## src/core/sld_pkg.sv

```systemverilog
/*
 * Shared constants and types for the supply level detector control block:
 * register indices, field positions, reset values and settling time.
 * Assumes a single 100 MHz system clock and a plain register port.
 */
`default_nettype none
package sld_pkg;
    // =========================================================
    // register map (indices on the plain register port)
    localparam logic [1:0] SLD_ADDR_CTRL = 2'h0;
    localparam logic [1:0] SLD_ADDR_STAT = 2'h1;
    localparam logic [1:0] SLD_ADDR_IRQ_STAT = 2'h2;
    localparam logic [1:0] SLD_ADDR_IRQ_MASK = 2'h3;
    // =========================================================
    // field positions
    localparam int SLD_STAT_ON_BIT = 0;
    localparam int SLD_STAT_VALID_BIT = 1;
    localparam int SLD_STAT_BELOW_BIT = 2;
    localparam int SLD_CTRL_RANGE_BIT = 3;
    localparam int SLD_MID_IRQ_BIT = 2;
    localparam int SLD_TRIM_MSB = 2;
    localparam int SLD_IRQ_BIT = 0;
    localparam logic [7:0] SLD_ZERO_BYTE = 8'h00;
    localparam logic [2:0] SLD_TRIM_RESET = 3'h0;
    localparam logic [2:0] SLD_TRIM_NOMINAL = 3'h3;
    // =========================================================
    // settling time
    localparam int SLD_CLK_MHZ = 100;
    localparam int SLD_SETTLE_US = 2000;
    localparam int SLD_SETTLE_CYC = SLD_SETTLE_US * SLD_CLK_MHZ;
    localparam int SLD_CNT_W = 18;
    // =========================================================
    // types
    typedef enum logic [1:0] {SLD_OFF, SLD_SETTLE, SLD_VALID} sld_state_t;
    typedef struct packed {
        logic [1:0] addr;
        logic [7:0] wdata;
        logic wr;
        logic rd;
    } sld_bus_req_t;
    typedef struct packed {
        logic coarse_range_sel;
        logic [2:0] threshold_trim;
    } sld_ctrl_t;
endpackage
`default_nettype wire

```

## src/core/sld_ctrl.sv

```systemverilog
/*
 * Supply level detector control: enable, range and trim registers,
 * settling timer, valid flag, result bit and interrupt generation.
 * Assumes an external analog comparator whose output is synchronous
 * to i_mclk, and a plain register port with read data one cycle later.
 */
// Chosen here: the address-and-strobe port and the register offsets.
// Summary of operation
// - status bit 0 switches the detector on when 1, off when 0
// - valid flag sets 2 ms after the detector is enabled
// - while valid and enabled, below-threshold raises a maskable request
// - one interrupt per rising edge of the below-threshold bit
// - status bit 2 reads 1 while enabled and supply is below the level, 0 while off
// - status bit 1 is a read-only valid flag
// - control bits 2..0 pick one of eight trim steps
// - control bit 3 picks the coarse range, low 0, high 1
// - request goes to bit 2 of the mid-priority request vector
`default_nettype none
module sld_ctrl
    import sld_pkg::*;
(
    // clock and reset
    input wire logic i_mclk,
    input wire logic i_rst_n,
    // register port
    input wire logic [1:0] i_addr,
    input wire logic [7:0] i_wdata,
    input wire logic i_wr,
    input wire logic i_rd,
    output logic [7:0] o_rdata,
    // analog comparator
    input wire logic i_cmp_below,
    output logic o_detector_on,
    output logic o_coarse_range_sel,
    output logic [2:0] o_threshold_trim,
    // interrupt
    output logic o_low_supply_irq,
    output logic [7:0] o_mid_priority_irq_reg
);
    sld_bus_req_t req;
    sld_ctrl_t ctrl_q, ctrl_d;
    logic on_q, on_d;
    sld_state_t state_q, state_d;
    logic [SLD_CNT_W-1:0] cnt_q, cnt_d;
    logic below_q, below_d;
    logic ista_q, ista_d;
    logic mask_q, mask_d;
    logic [7:0] rdata_q, rdata_d;
    logic valid;
    logic rise;

    assign req = '{addr: i_addr, wdata: i_wdata, wr: i_wr, rd: i_rd};
    assign valid = (state_q == SLD_VALID);

    // =========================================================
    // control and enable registers
    always_comb
    begin
        ctrl_d = ctrl_q;
        on_d = on_q;
        if (req.wr && req.addr == SLD_ADDR_CTRL)
        begin
            ctrl_d.coarse_range_sel = req.wdata[SLD_CTRL_RANGE_BIT];
            ctrl_d.threshold_trim = req.wdata[SLD_TRIM_MSB:0];
        end
        if (req.wr && req.addr == SLD_ADDR_STAT)
            on_d = req.wdata[SLD_STAT_ON_BIT];
    end

    always_ff @(posedge i_mclk or negedge i_rst_n)
    begin
        if (!i_rst_n)
        begin
            ctrl_q <= '{coarse_range_sel: 1'b0, threshold_trim: SLD_TRIM_RESET};
            on_q <= 1'b0;
        end
        else
        begin
            ctrl_q <= ctrl_d;
            on_q <= on_d;
        end
    end

    // =========================================================
    // settling timer; a restart only comes from the off state, so
    // rewriting 1 while on does not restart the period
    always_comb
    begin
        state_d = state_q;
        cnt_d = cnt_q;
        unique case (state_q)
            SLD_OFF:
            begin
                cnt_d = '0;
                if (on_q)
                    state_d = SLD_SETTLE;
            end
            SLD_SETTLE:
            begin
                cnt_d = cnt_q + 1'b1;
                if (cnt_q == SLD_CNT_W'(SLD_SETTLE_CYC - 2))
                    state_d = SLD_VALID;
            end
            SLD_VALID:
                cnt_d = cnt_q;
        endcase
        if (!on_q)
        begin
            state_d = SLD_OFF;
            cnt_d = '0;
        end
    end

    always_ff @(posedge i_mclk or negedge i_rst_n)
    begin
        if (!i_rst_n)
        begin
            state_q <= SLD_OFF;
            cnt_q <= '0;
        end
        else
        begin
            state_q <= state_d;
            cnt_q <= cnt_d;
        end
    end

    // =========================================================
    // result bit and interrupt; edge detection only while valid so
    // the comparator's settling glitches never raise a request
    sld_edge_det u_edge (
        .i_mclk(i_mclk),
        .i_rst_n(i_rst_n),
        .i_level(below_q),
        .i_arm(valid & on_q),
        .o_rise(rise)
    );

    always_comb
    begin
        below_d = on_q & i_cmp_below;
        mask_d = mask_q;
        ista_d = ista_q;
        if (req.wr && req.addr == SLD_ADDR_IRQ_MASK)
            mask_d = req.wdata[SLD_IRQ_BIT];
        if (req.rd && req.addr == SLD_ADDR_IRQ_STAT)
            ista_d = 1'b0;
        if (rise)
            ista_d = 1'b1; // set wins over read clear
    end

    always_ff @(posedge i_mclk or negedge i_rst_n)
    begin
        if (!i_rst_n)
        begin
            below_q <= 1'b0;
            ista_q <= 1'b0;
            mask_q <= 1'b0;
        end
        else
        begin
            below_q <= below_d;
            ista_q <= ista_d;
            mask_q <= mask_d;
        end
    end

    // maskable level request, routed into the mid-priority vector
    assign o_low_supply_irq = ista_q & mask_q;
    always_comb
    begin
        o_mid_priority_irq_reg = SLD_ZERO_BYTE;
        o_mid_priority_irq_reg[SLD_MID_IRQ_BIT] = o_low_supply_irq;
    end

    // =========================================================
    // read data, one cycle after the strobe; reserved bits are zero
    always_comb
    begin
        rdata_d = SLD_ZERO_BYTE;
        if (req.rd)
        begin
            unique case (req.addr)
                SLD_ADDR_CTRL:
                begin
                    rdata_d[SLD_CTRL_RANGE_BIT] = ctrl_q.coarse_range_sel;
                    rdata_d[SLD_TRIM_MSB:0] = ctrl_q.threshold_trim;
                end
                SLD_ADDR_STAT:
                begin
                    rdata_d[SLD_STAT_ON_BIT] = on_q;
                    rdata_d[SLD_STAT_VALID_BIT] = valid;
                    rdata_d[SLD_STAT_BELOW_BIT] = below_q;
                end
                SLD_ADDR_IRQ_STAT:
                    rdata_d[SLD_IRQ_BIT] = ista_q;
                SLD_ADDR_IRQ_MASK:
                    rdata_d[SLD_IRQ_BIT] = mask_q;
            endcase
        end
    end

    always_ff @(posedge i_mclk or negedge i_rst_n)
    begin
        if (!i_rst_n)
            rdata_q <= SLD_ZERO_BYTE;
        else
            rdata_q <= rdata_d;
    end

    assign o_rdata = rdata_q;
    assign o_detector_on = on_q;
    assign o_coarse_range_sel = ctrl_q.coarse_range_sel;
    assign o_threshold_trim = ctrl_q.threshold_trim;

    // =========================================================
    // assertions
    // settle age kept apart from the timer's own count, saturating
    localparam logic [SLD_CNT_W-1:0] SLD_AGE_FULL = SLD_CNT_W'(SLD_SETTLE_CYC);
    logic [SLD_CNT_W-1:0] on_age_q, on_age_d;
    always_comb
    begin
        on_age_d = on_age_q;
        if (!on_q)
            on_age_d = '0;
        else if (on_age_q != SLD_AGE_FULL)
            on_age_d = on_age_q + 1'b1;
    end

    always_ff @(posedge i_mclk or negedge i_rst_n)
    begin
        if (!i_rst_n)
            on_age_q <= '0;
        else
            on_age_q <= on_age_d;
    end
endmodule
`default_nettype wire

```

## src/core/sld_edge_det.sv

```systemverilog
/*
 * Rising edge detector with one register stage.
 * Assumes the input is synchronous to the clock.
 */
`default_nettype none
module sld_edge_det
    import sld_pkg::*;
(
    // clock and reset
    input wire logic i_mclk,
    input wire logic i_rst_n,
    // level in, pulse out
    input wire logic i_level,
    input wire logic i_arm,
    output logic o_rise
);
    logic prev_q;
    logic prev_d;

    // =========================================================
    // previous value; cleared while disarmed so a level already high
    // when arming counts as a rising edge
    always_comb
    begin
        prev_d = i_arm & i_level;
    end

    always_ff @(posedge i_mclk or negedge i_rst_n)
    begin
        if (!i_rst_n)
            prev_q <= 1'b0;
        else
            prev_q <= prev_d;
    end

    assign o_rise = i_arm & i_level & ~prev_q;
endmodule
`default_nettype wire

```

## config.mk

```make
export PLATFORM = sky130hd
export DESIGN_NAME = sld_ctrl
export DESIGN_NICKNAME = d
export VERILOG_FILES = /design/src/core/sld_pkg.sv /design/src/core/sld_ctrl.sv /design/src/core/sld_edge_det.sv
export SDC_FILE = /design/constraint.sdc
export NUM_CORES = 1
export LEC_CHECK = 0
export ABC_AREA = 1
export BUFFER_PORTS_ARGS = -buffer_cell sky130_fd_sc_hd__buf_2
export CAP_MARGIN = 0
export CORE_UTILIZATION = 39
export CTS_BUF_LIST = sky130_fd_sc_hd__clkbuf_16
export CTS_CLUSTER_DIAMETER = 120
export CTS_CLUSTER_SIZE = 10
export DETAILED_ROUTE_END_ITERATION = 16
export SLEW_MARGIN = 15
export SYNTH_ARGS = -nofsm -noshare
export SYNTH_HDL_FRONTEND = slang
export SYNTH_HIERARCHICAL = 1
export SYNTH_SLANG_ARGS = --single-unit
```

## constraint.sdc

```tcl
create_clock -name i_mclk -period 1.6 [get_ports i_mclk]
set_input_delay 0.32 -clock i_mclk [delete_from_list [all_inputs] [get_ports i_mclk]]
set_output_delay 0.32 -clock i_mclk [all_outputs]
set_load 0.005 [all_outputs]
```

======== Word-level counts from Yosys, hierarchy flattened ========
Cells that the tools add are included.
word-level totals
  register bits after elaboration ......... 33
cells by class
  reduce and logical (&&, ||, !) cells .... 8
  bitwise operators ....................... 6
  equality and inequality tests ........... 9
  add/sub/neg operators ................... 1
  multiplexer cells ....................... 11
operators with widths
  kind                                                              number
  18-bit one-hot mux with 2 select lines                            1
  18-bit by 1-bit adder with 18-bit output (second input constant)  1
  18-bit == test (second input constant)                            1
  18-bit two-way mux                                                1
  2-bit one-hot mux with 2 select lines                             2
  2-bit == test (second input constant)                             3
  1-bit bitwise AND                                                 5
  2-bit by 1-bit == test with 1-bit output (second input constant)  2
  1-bit logical AND                                                 4
  2-bit zero test                                                   2
  2-bit two-way mux                                                 2
  4-bit two-way mux                                                 1
  1-bit one-hot mux with 4 select lines                             1
  1-bit two-way mux                                                 3
  3-bit by 1-bit != test with 1-bit output (second input constant)  1
  3-bit != test (second input constant)                             1
  2-bit != test (second input constant)                             1
  2-bit AND reduction                                               1
  2-bit nonzero test                                                1
  1-bit NOT                                                         1

======== Longest topological paths before layout ========
Gate-level depths: netlist (run 1).
  word-level depth ........................ 5
  depth in mapped cells ................... 9
  depth with buffers taken out ............ 9

======== Hierarchy ========
Netlist (run 1), hierarchy kept.
by module, submodules not included
  module        area an instance (um^2)  cells an instance  times used
  sld_ctrl      1879.3                   244                1
  sld_edge_det  38.8                     4                  1

======== Worst setup path after synthesis (run 1) ========
OpenSTA, ideal clock, no wires.
  path type ............................... reg-to-reg
  start point ............................. register cnt_q[0]
  end point ............................... register cnt_q[12]
  setup time .............................. 0.119 ns
  setup slack ............................. 0.321 ns
  clock period less this slack ............ 1.279 ns
  stages on the path, launching flop included .. 9
  path buffers ............................ 0
  required time ........................... 1.481 ns
  data arrival time ....................... 1.160 ns
  cells stage by stage .................... dfrtp_1 -> ha_1 -> nand2_2 -> nor2_4 -> nand2_2 -> nor2_1 -> nand3_1 -> nand2_1 -> nor2_1
on the way
  cells in the longest elaborated chain, start to end .. 3
RTL lines
  element                                   line             RTL
  start, declared                           sld_ctrl.sv:44   logic [SLD_CNT_W-1:0] cnt_q, cnt_d;
  start signal, assigned                    sld_ctrl.sv:124  cnt_q <= cnt_d;
  18-bit by 1-bit adder with 18-bit output  sld_ctrl.sv:100  cnt_d = cnt_q + 1'b1;
  18-bit one-hot mux with 2 select lines    sld_ctrl.sv:91   unique case (state_q)
  18-bit two-way mux                        sld_ctrl.sv:107  if (!on_q)
Every way passes these cells.
A chain may end at the register's enable or synchronous reset.

======== Final worst setup path (run 1) ========
Same ends and word-level chain as after synthesis.

==> results.txt, run 1 <==
The worst hold path belongs to the class input port to flip-flop. The top flip-flop cell by instance count after synthesis was sky130_fd_sc_hd__dfrtp_1. Ranked by instance count, the synthesized netlist is headed by sky130_fd_sc_hd__nand2_1, sky130_fd_sc_hd__dfrtp_1, sky130_fd_sc_hd__nor2_1. For the count of antenna diodes in the layout, the log shows 0. TritonCTS built the clock tree. For the final-layout fill cell count, the log shows 467.

STA classifies the critical path endpoint as a flip-flop. The number of distinct library cells after synthesis came out at 29. The die outline width was 72.13 µm; the vias per cell was 4.677.

The largest individual stage delay along the critical path comes from the cell sky130_fd_sc_hd__dfrtp_1. sky130_fd_sc_hd__dfrtp_1 takes more of the synthesized area than any other cell. The fraction of the cycle the final worst path needs is 89.62%, and the data arrival time of the worst path is 1.60 ns.

The number of antenna violations at the first check in global routing was 0; the final core utilization was 47.55%. Critical path class: flip-flop to flip-flop. The fraction of final layout cells with drive strength greater than 1 works out to 21.66%.

The number of enable-type register cells in the synthesized netlist is 0. Total power for the finished layout comes to 2.172 mW. Number of placement rows: 25. The flow ran to the end, and the final reports show no timing, DRC or antenna violations. In this run the number of H-tree levels came out at 2.

Global routing consumed, over all layers together, 17.38% of the routing resources. In the final layout, the multi-input gates occupy 909.6 µm². The logs give 0.27 ns for the clock latency on the worst-skew pair and 40.61% for the starting density of the core.

In this run the remaining antenna-violating nets after routing total 0. The post-synthesis instance area was 1918 µm²; the number of instances in the synthesized netlist was 248. For this run, the detailed router's first-pass iteration total came to 6. Subtracting the final worst setup slack from the clock period gives 1.434 ns. Buffers placed on the I/O ports in this run total 21. The run gives 1.061 nW as the leakage power of the design. The number of flip-flops and latches in the synthesized netlist was 33. The total wire length after detailed routing came out at 4.031 mm. The sequential-to-total area share from yosys stat was 43.05%; the total setup violations reported at the end of the flow was 0.

Data on the critical path is required at its endpoint by 1.76 ns. The detailed router finished its first iteration with 95 violations. The largest single stage delay on the critical path is 0.42 ns.

The clock transition at the registers of the reported paths was 0.05 ns; the total global routing overflow was 0. The total half-perimeter wirelength after legalization and detailed placement was 2.949 mm; the number of standard cells in the final layout excluding fillers was 344. The die is 72.13 µm tall. Entering global routing, the biggest net connects 19 pins. The logs give 6 for the Yosys warning count and 0.0005015 V for the peak ir drop on the vdd network.

For this design the top-level I/O count stands at 37. In this run the standard cell core region covers 4723 µm². The number of buffers added by the clock tree synthesis step was 5; the setup skew after layout was 0.002708 ns. The share of synthesized flip-flops with an asynchronous set or reset came out at 100.0%.

Across all layers, the routed design uses 1609 vias. The reg2reg setup slack is 0.17 ns. The first global-routing pass estimated 6.789 mm of wire. By area the synthesized netlist is led by sky130_fd_sc_hd__dfrtp_1, sky130_fd_sc_hd__nand2_1, sky130_fd_sc_hd__nor2_1. Summed over its instances, the top area cell type makes up 43.05% of the synthesized netlist area. The total die area is 5203 µm², and the number of cells in the design after placement is 335.

Setup repair after global routing left no endpoint under its margin. The run gives 0 as the final count of pins violating max slew. By instance count, the leading cell after synthesis is sky130_fd_sc_hd__nand2_1. The relative area change from synthesis to final layout is 17.09%, and the sum of negative setup slack is 0 ns. The signal on the critical path passes through ha_2, nand2_2, nor2_4, nand2_2, nor2_1, nand3_1, nand2_1, nor2_1. For the achievable clock frequency, the log shows 697.4 MHz. The TritonCTS sink count is 33. STA classifies the critical path startpoint as a flip-flop. Routability-driven placement finished with a final weighted congestion of 0.8728. In this run the post-CTS setup repair buffer count came out at 0. After detailed routing, the number of remaining DRC violations is 0. The number of endpoints with negative hold slack in the final report is 0. In the final routed layout, each cell accounts on average for 11.72 µm. Max-cap violations in this run came to 0. In this run the worst path has a maximum fanout of 6.

The tools report the number of global-route vias before repair as 1442. The net count of the finished layout is 293. The power per cell area came out at 967.0 nW/µm². The buffer cell driving the clock tree root is sky130_fd_sc_hd__clkbuf_16.

The run gives 2 as the number of buffers on the longest clock path. The synthesized area divided by synthesized cell count works out to 7.734 µm². Registers take 825.8 µm².
## layer usage
layer / vias up / routed length (µm) / global-route usage, %
met5: - / 0 / 0
met4: 0 / 67 / 6.536
met3: 6 / 112 / 4.167
met2: 31 / 1813 / 25.86
met1: 744 / 2037 / 24.53
li1: 828 / - / -
## cell families after synthesis
kind of cell	count (synthesis)	share of synthesized area, %
flops	33	43.05
mux	3	1.761
simple gates	137	33.20
fa+ha+maj	2	1.304
xor+xnor	1	0.4567
other cells	1	0.1955
compound gates	27	8.415
buf+inv	44	11.61
## critical path: cells and delay by family (launching register included)
kind,cells,cell delay [ns]
flip-flops,1,0.42
adder cells (fa/ha/maj),1,0.25
AND/OR/NAND/NOR,7,0.66
## final timing paths
path / startpoint / end / cells after the start
hold / removal: i_cmp_below / below_q$_DFF_PN0_ / 3
setup / recovery: cnt_q[0]$_DFFE_PN0N_ / cnt_q[12]$_DFFE_PN0N_ / 8
hold reg to reg: below_q$_DFF_PN0_ / u_edge/prev_q$_DFF_PN0_ / 2
max in group asynchronous: i_rst_n / o_coarse_range_sel$_DFFE_PN0P_ / 3
min in group asynchronous: i_rst_n / o_rdata[3]$_DFF_PN0_ / 2
setup reg to reg: cnt_q[0]$_DFFE_PN0N_ / cnt_q[12]$_DFFE_PN0N_ / 8
## cell type report
| class | instances | area share [%] |
|---|---|---|
| repair buffers | 25 | 6.685 |
| flip-flops and latches | 33 | 36.77 |
| well taps | 67 | 3.733 |
| inverters | 30 | 5.070 |
| clock inverters | 3 | 1.671 |
| clock buffers | 5 | 5.571 |
| multi-input cells | 181 | 40.50 |
## placed cells by master, fill, tap and decap left out, types with 2 or more instances in the layout
| master | netlist | final |
|---|---|---|
| sky130_fd_sc_hd__nand2_1 | 63 | 63 |
| sky130_fd_sc_hd__dfrtp_1 | 33 | 33 |
| sky130_fd_sc_hd__nor2_1 | 27 | 27 |
| sky130_fd_sc_hd__inv_1 | 25 | 26 |
| sky130_fd_sc_hd__buf_2 | 0 | 21 |
| sky130_fd_sc_hd__nand3_1 | 19 | 19 |
| sky130_fd_sc_hd__conb_1 | 1 | 11 |
| sky130_fd_sc_hd__o21ai_0 | 9 | 9 |
| sky130_fd_sc_hd__a21oi_1 | 8 | 8 |
| sky130_fd_sc_hd__nor2_2 | 6 | 6 |
| sky130_fd_sc_hd__nand2_2 | 6 | 6 |
| sky130_fd_sc_hd__nor2_4 | 5 | 5 |
| sky130_fd_sc_hd__nor3_1 | 5 | 5 |
| sky130_fd_sc_hd__clkbuf_16 | 0 | 5 |
| sky130_fd_sc_hd__inv_2 | 4 | 4 |
| sky130_fd_sc_hd__o21ai_1 | 3 | 3 |
| sky130_fd_sc_hd__mux2_2 | 3 | 3 |
| sky130_fd_sc_hd__nand4_1 | 3 | 3 |
| sky130_fd_sc_hd__a22oi_1 | 2 | 2 |
| sky130_fd_sc_hd__nand2_4 | 2 | 2 |
| sky130_fd_sc_hd__buf_4 | 13 | 2 |
## state kept, by name, indices dropped and copies added, names as in the netlist
signal	count
cnt_q	18
o_rdata	4
o_threshold_trim	3
state_q	2
below_q	1
ista_q	1
mask_q	1
o_coarse_range_sel	1
o_detector_on	1
u_edge/prev_q	1
## stage by stage
| stage | cell area (µm²) | hold slack, ns | setup slack, ns |
|---|---|---|---|
| after floorplan | 1956 | 0.02441 | 0.3210 |
| after global placement | 2071 | 0.2625 | 0.1651 |
| after detailed placement | 2071 | 0.2703 | 0.1610 |
| after CTS | 2243 | 0.2453 | 0.1485 |
| after global routing | 2246 | 0.2594 | 0.005561 |
| final | 2246 | 0.2464 | 0.1660 |
## what timing repair did
item / 4_1_cts / 5_1_grt
endpoints found under the setup margin: 0 / 1
hold endpoints to repair: 15 / 0
gates resized for setup: 0 / 1
hold buffers: 1 / 0
## power breakdown
part / internal, mW / total [mW] / switching, mW
Clock: 0.722 / 1.06 / 0.339
Sequential: 0.877 / 0.922 / 0.0450
Combinational: 0.0776 / 0.188 / 0.110
(Power assumes the default switching activity.)
==> run 2: changes to the inputs <==
--- a/config.mk
+++ b/config.mk
@@ -13,6 +13,7 @@
 export CTS_CLUSTER_DIAMETER = 120
 export CTS_CLUSTER_SIZE = 10
 export DETAILED_ROUTE_END_ITERATION = 16
+export REMOVE_ABC_BUFFERS = 1
 export SLEW_MARGIN = 15
 export SYNTH_ARGS = -nofsm -noshare
 export SYNTH_HDL_FRONTEND = slang
==> results.txt, run 2 (synthesized netlist as in run 1, its figures left out) <==
The flow ran to the end, and the final reports show no timing, DRC or antenna violations. Number of endpoints with negative hold slack in the final report: 0. The number of antenna violations at the first check in global routing came out at 0.

Of all nets on the critical path, the largest fanout is 6. Summed over all nets, the switching power comes to 483.8 µW. The share of power burned in combinational logic was 9.1%. The tools report the number of nets in the layout as 292.

The tools report the category of the worst setup path capture point as a flip-flop. The register with the most flip-flops in the final layout is cnt_q. Entering global routing, the biggest net connects 34 pins. The number of buffers on the longest clock path was 2; the flip-flop count of the largest register, all copies and words added was 18. Buffers placed on the I/O ports in this run total 21. Across all setup checks in the final design, the least slack found is 0.1769 ns. The worst endpoint required time is 1.76 ns, and the maximum level of the CTS H-tree is 2.

The total area inside the core boundary comes to 4723 µm². Global routing used 16.15% of the available tracks. In this run the power density over the cells is 909.4 nW/µm².

The detail route stage leaves a number of antenna-violating nets equal to 0. At the later pin of the worst-skew pair, clock insertion delay measures 0.27 ns. The setup skew after layout was 0.003199 ns.

Setup repair after global routing left no endpoint under its margin. STA classifies the critical path startpoint as a flip-flop. The count of antenna diodes in the layout was 0. Of the cells placed in the final design, the portion with a size suffix greater than 1 is 21.74%. The library cell used most frequently in the layout, excluding fill and tap cells, is sky130_fd_sc_hd__nand2_1.

The count of hold buffers inserted by post-cts repair was 0; the switching power share of the total was 24.22%. Beginning of the worst register-to-register path: cnt_q[0]$_DFFE_PN0N_. The clock period could shrink to 1.423 ns. The min-delay analysis places its worst path in the category input port to asynchronous set/reset pin.

The root buffer cell chosen for the clock tree is sky130_fd_sc_hd__clkbuf_16. Across the run, the number of max-cap violations was 0. The post-cts repair resize count was 0. For this configuration, the core starts out at a cell density of 40.61%. The die span in y came out at 72.13 µm. The tools report the final core utilization as 46.52%. The total half-perimeter wirelength after legalization and detailed placement came out at 2.840 mm. Final count of pins violating max slew: 0. Data arrives at the worst endpoint at 1.59 ns.

For the internal power summed over all cells, the log shows 1.514 mW. At the placement stage, the worst setup path has a slack of 0.1748 ns. Across the VDD grid, the largest voltage drop is 0.0004025 V. The pre-antenna-repair detailed-routing pass consisted of 4 iterations. The logs give 46.1% for the share of total power in sequential cells and 0 for the total DRC errors in the routed layout.

The most critical setup path has its startpoint at cnt_q[0]$_DFFE_PN0N_. The clock transition at the registers of the reported paths was 0.05 ns. The floorplan step defined a die boundary enclosing 5203 µm². For this run, the top clock speed supported by timing is 702.7 MHz. The floorplan step set the die width to 72.13 µm. The first global-routing pass estimated 6.499 mm of wire. In the final routed layout, each cell accounts on average for 11.06 µm.

The total overflow left after global routing is 0. In the layout the commonest cells are sky130_fd_sc_hd__nand2_1, sky130_fd_sc_hd__dfrtp_1, sky130_fd_sc_hd__nor2_1, sky130_fd_sc_hd__inv_1, sky130_fd_sc_hd__buf_2. Setup total negative slack on the finished layout was measured at 0 ns.

The relative area change from synthesis to final layout was 14.55%. The critical path is of the flip-flop to flip-flop type. Pin placement for this block handled 37 I/O pins. After layout, the worst path uses 88.94% of the clock period.

The run gives 0 as the total setup violations reported at the end of the flow. TritonCTS built the clock tree. Clock tree synthesis found a total of 33 sinks. The number of setup buffers added after CTS is 0, and the total wire length after detailed routing is 3.793 mm. Routability-driven placement congestion ratio: 0.8126.

The number of buffers added by the clock tree synthesis step was 5. The clock network burns 44.8% of the power. The run gives 1399 as the number of global-route vias before repair. The vias per cell was 4.606. For this design the static power due to leakage is 1.048 nW.

Number of placement rows: 25. The run gives 93 as the number of violations reported at the end of detailed-routing iteration 0. The detailed router placed 1580 vias in this run.
run 2: power groups by stage:
stage               clock [mW]  combinational [mW]  sequential [mW]
finish                   0.895               0.182            0.921
global route             0.961               0.212            0.928
CTS                      0.925               0.185            0.922
detailed placement           0               0.186            0.936
global placement             0               0.184            0.936
floorplan                    0              0.0987            0.930
run 2: path summary, 6_finish.rpt:
kind / end / slack [ns] / cells past startpoint
worst max-delay path: cnt_q[12]$_DFFE_PN0N_ / 0.18 / 8
worst min-delay path: cnt_q[10]$_DFFE_PN0N_ / 0.07 / 2
worst max register to register: cnt_q[12]$_DFFE_PN0N_ / 0.18 / 8
worst min register to register: u_edge/prev_q$_DFF_PN0_ / 0.50 / 2
max in group asynchronous: state_q[1]$_DFFE_PN0P_ / 1.23 / 2
min in group i_mclk: below_q$_DFF_PN0_ / 0.25 / 3
run 2: final cells by class:
class | instances | area [µm²]
Timing Repair Buffer | 24 | 127.6
Inverter | 30 | 113.9
Sequential cell | 33 | 825.8
Tap cell | 67 | 83.83
Multi-Input combinational cell | 181 | 907.1
Clock inverter | 3 | 13.76
Clock buffer | 5 | 125.1
Fill cell | 478 | 2526
run 2: layer usage:
layer	vias up	share of wire [%]	GRT usage [%]
met2	37	44	23.05
met4	0	1.3	4.575
met1	721	50	23.74
met5	-	0	0
met3	6	4.3	4.583
li1	816	-	-
run 2: worst max-delay path, cell delays in order (launching register included):
cell and delay (ns):
sky130_fd_sc_hd__dfrtp_1 0.42, sky130_fd_sc_hd__ha_1 0.25, sky130_fd_sc_hd__nand2_2 0.10, sky130_fd_sc_hd__nor2_4 0.11, sky130_fd_sc_hd__nand2_2 0.11, sky130_fd_sc_hd__nor2_1 0.14
sky130_fd_sc_hd__nand3_1 0.09, sky130_fd_sc_hd__nand2_1 0.07, sky130_fd_sc_hd__nor2_1 0.04
run 2: stage by stage:
step / hold slack [ns] / cell area (µm²) / cells / power, mW
4_1_cts: 0.08641 / 2197 / 343 / 2.032
3_3_place_gp: 0.3736 / 2058 / 335 / 1.121
6_report: 0.06897 / 2197 / 343 / 1.998
3_5_place_dp: 0.3767 / 2058 / 335 / 1.121
5_1_grt: 0.1027 / 2197 / 343 / 2.100
2_1_floorplan: 0.02441 / 1847 / 244 / 1.028
==> run 3: changes to the inputs <==
--- a/config.mk
+++ b/config.mk
@@ -14,7 +14,6 @@
 export CTS_CLUSTER_SIZE = 10
 export DETAILED_ROUTE_END_ITERATION = 16
 export REMOVE_ABC_BUFFERS = 1
-export SLEW_MARGIN = 15
 export SYNTH_ARGS = -nofsm -noshare
 export SYNTH_HDL_FRONTEND = slang
 export SYNTH_HIERARCHICAL = 1
==> constraint.sdc (replaced) <==
create_clock -name i_mclk -period 1.6 [get_ports i_mclk]
set_input_delay 0.08 -clock i_mclk [delete_from_list [all_inputs] [get_ports i_mclk]]
set_output_delay 0.08 -clock i_mclk [all_outputs]
set_load 0.005 [all_outputs]
==> results.txt, run 3 (synthesized netlist as in run 1, its figures left out) <==
The run finished with clean final reports. The element type at the critical path start is a flip-flop. After clock tree synthesis, the setup repair step added 0 buffers.

Sum of negative setup slack: 0 ns. The number of global-route vias before repair was 1410. The final core utilization was 46.91%; the post-cts repair resize count was 0. The number of standard cells in the final layout excluding fillers is 342. The TritonCTS sink count is 33, and the number of iterations in the first detailed-routing pass is 4.

In this run the critical register-to-register path is captured at cnt_q[12]$_DFFE_PN0N_. From left edge to right edge, the die measures 72.13 µm. Logic depth of the worst path, buffers included: 8.

Subtracting the final worst setup slack from the clock period gives 1.445 ns. The slowest stage of the critical path belongs to the cell sky130_fd_sc_hd__dfrtp_1. The slew of the pin with the lowest slew margin is 0.7486 ns, and the pin count of the biggest net entering global routing is 34. The number of antenna diodes in the final layout is 0. The largest register by flop count was cnt_q. The total half-perimeter wirelength after legalization and detailed placement was 2.879 mm; the average detailed-routed wire length per instance was 11.46 µm.

Die span in y: 72.13 µm. The remaining max-slew budget at the tightest pin is 50.09%, and the number of nets in the layout is 291. The total wire length after detailed routing was 3.921 mm; the routability-driven placement congestion ratio was 0.8015.

Leaving out fill and tap cells, the most frequent cell in the layout is sky130_fd_sc_hd__nand2_1. The first global-routing pass estimated 6.555 mm of wire. Together, buffers and inverters on the worst path number 0. Setup violations remaining at the end of the flow were counted as 0. Worst endpoint required time: 1.76 ns.

The total track usage came out at 16.60%. The worst setup path is of the flip-flop to flip-flop kind. The buffer cell driving the clock tree root is sky130_fd_sc_hd__clkbuf_16. Clock-pin slew was measured on the worst setup and hold paths at 0.05 ns.

Setup repair after global routing left no endpoint under its margin. The worst register-to-register path has a setup slack of 0.15 ns. The tools report the category of the worst setup path capture point as a flip-flop.

The tools report the number of cells in the design after placement as 333. TritonCTS built the clock tree. Following the worst setup path forward leads to its endpoint at cnt_q[12]$_DFFE_PN0N_. The number of buffer cells added on primary ports was 21; the starting density of the core was 40.61%. The worst-case IR drop observed on VDD is 0.0004008 V. The fraction of the cycle the final worst path needs is 90.34%, and the area of the placeable core is 4723 µm². Across all layers, the routed design uses 1594 vias. The final count of pins violating max slew was 0.

The run gives 0.1546 ns as the setup slack after layout. Among cell families on the critical path, the largest total delay comes from simple AND/OR/NAND/NOR gates. The min-delay analysis places its worst path in the category input port to flip-flop. The initialized floorplan defines 25 standard-cell rows. The signal on the critical path passes through ha_1, nand2_2, nor2_4, nand2_2, nor2_1, nand3_1, nand2_1, nor2_1. The register with the most flip-flops in the layout has 18 of them.

The run gives 1.61 ns as the data arrival time of the worst path. Startpoint of the most critical setup path: cnt_q[0]$_DFFE_PN0N_. The total DRC errors in the routed layout was 0.

For this run, the top clock speed supported by timing is 691.8 MHz. For the worst flop-to-flop path, the logic depth is 8. Longest individual stage delay on the worst path: 0.41 ns. No sink is reached through more buffers than the 2 on the longest clock path. At the later pin of the worst-skew pair, clock insertion delay measures 0.27 ns.

For this design the ratio of total power to cell area is 978.1 nW/µm². The logs give 0.005132 ns for the setup skew after layout and 1.049 nW for the leakage power of the design. In the layout the commonest cells are sky130_fd_sc_hd__nand2_1, sky130_fd_sc_hd__dfrtp_1, sky130_fd_sc_hd__nor2_1, sky130_fd_sc_hd__inv_1, sky130_fd_sc_hd__buf_2. Counting the buffers created by CTS gives 5. 37 I/O pins were placed.

The relative area change from synthesis to final layout is 15.53%. The run gives 0 as the number of antenna violations at the first check in global routing. After global routing the overflow that remains totals 0. The maximum net fanout on the critical path came out at 6. Once detail routing completed, the nets flagged for antenna violations numbered 0. The post-route netlist has 20.73% of its cells at a drive strength greater than 1. For the max-capacitance violation count, the log shows 0. The tools report the worst-case setup slack after placement as 0.1605 ns. In this run the critical register-to-register path is launched from cnt_q[0]$_DFFE_PN0N_. Total die area: 5203 µm². The logs give 107 for the number of violations reported at the end of detailed-routing iteration 0 and 2.167 mW for the overall power of the completed layout.

Fill cells in the final layout number 466. The number of endpoints with negative hold slack in the final report was 0; the vias per cell was 4.661. For the maximum level of the CTS H-tree, the log shows 2.
==> run 3: area by class of cell <==
| class | instances | area (µm²) | area share, % |
|---|---|---|---|
| clock buffers | 5 | 125.1 | 5.647 |
| well taps | 67 | 83.83 | 3.783 |
| inverters | 30 | 113.9 | 5.138 |
| clock inverters | 3 | 37.54 | 1.694 |
| flip-flops and latches | 33 | 825.8 | 37.27 |
| repair buffers | 23 | 122.6 | 5.534 |
| multi-input cells | 181 | 907.1 | 40.94 |
==> run 3: stage by stage <==
step | hold WS [ns] | instance area [µm²]
after floorplan | -0.2156 | 1847
after global placement | 0.1928 | 2043
after detailed placement | 0.2023 | 2043
after CTS | 0.003036 | 2216
after global routing | 0.02393 | 2216
final | 0.008343 | 2216
==> run 3: worst min path at each step <==
| stage | from | to | slack, ns | depth (start not counted) |
|---|---|---|---|---|
| detailed placement | i_rst_n | cnt_q[14]$_DFFE_PN0N_ | 0.20 | 1 |
| global route | i_cmp_below | below_q$_DFF_PN0_ | 0.02 | 3 |
| global placement | i_rst_n | cnt_q[14]$_DFFE_PN0N_ | 0.19 | 1 |
| CTS | i_cmp_below | below_q$_DFF_PN0_ | 0.003 | 3 |
| finish | i_cmp_below | below_q$_DFF_PN0_ | 0.008 | 3 |
| floorplan | i_rst_n | below_q$_DFF_PN0_ | -0.22 | 0 |
==> run 3: power by group <==
part	switching [mW]	leakage [nW]	total, mW	internal (mW)
combinational	0.111	0.520	0.183	0.0729
clock	0.341	0.0826	1.06	0.723
sequential	0.0434	0.446	0.921	0.877
==> run 3: repair_timing <==
| action | CTS | global route |
|---|---|---|
| endpoints found under the setup margin | 0 | 0 |
| endpoints found under the hold margin | 33 | 0 |
| hold buffers | 1 | 0 |
==> run 3: worst min-delay path: stages <==
cell                      delay (ns)
sky130_fd_sc_hd__buf_2          0.08
sky130_fd_sc_hd__nand2_1        0.04
sky130_fd_sc_hd__inv_1          0.04
==> run 3: layer usage <==
metal	GRT usage [%]	wire (µm)	up-vias
li1	-	-	822
met1	24.73	1944	734
met2	23.78	1799	36
met3	3.750	166	2
met4	5.229	11	0
met5	0	0	-
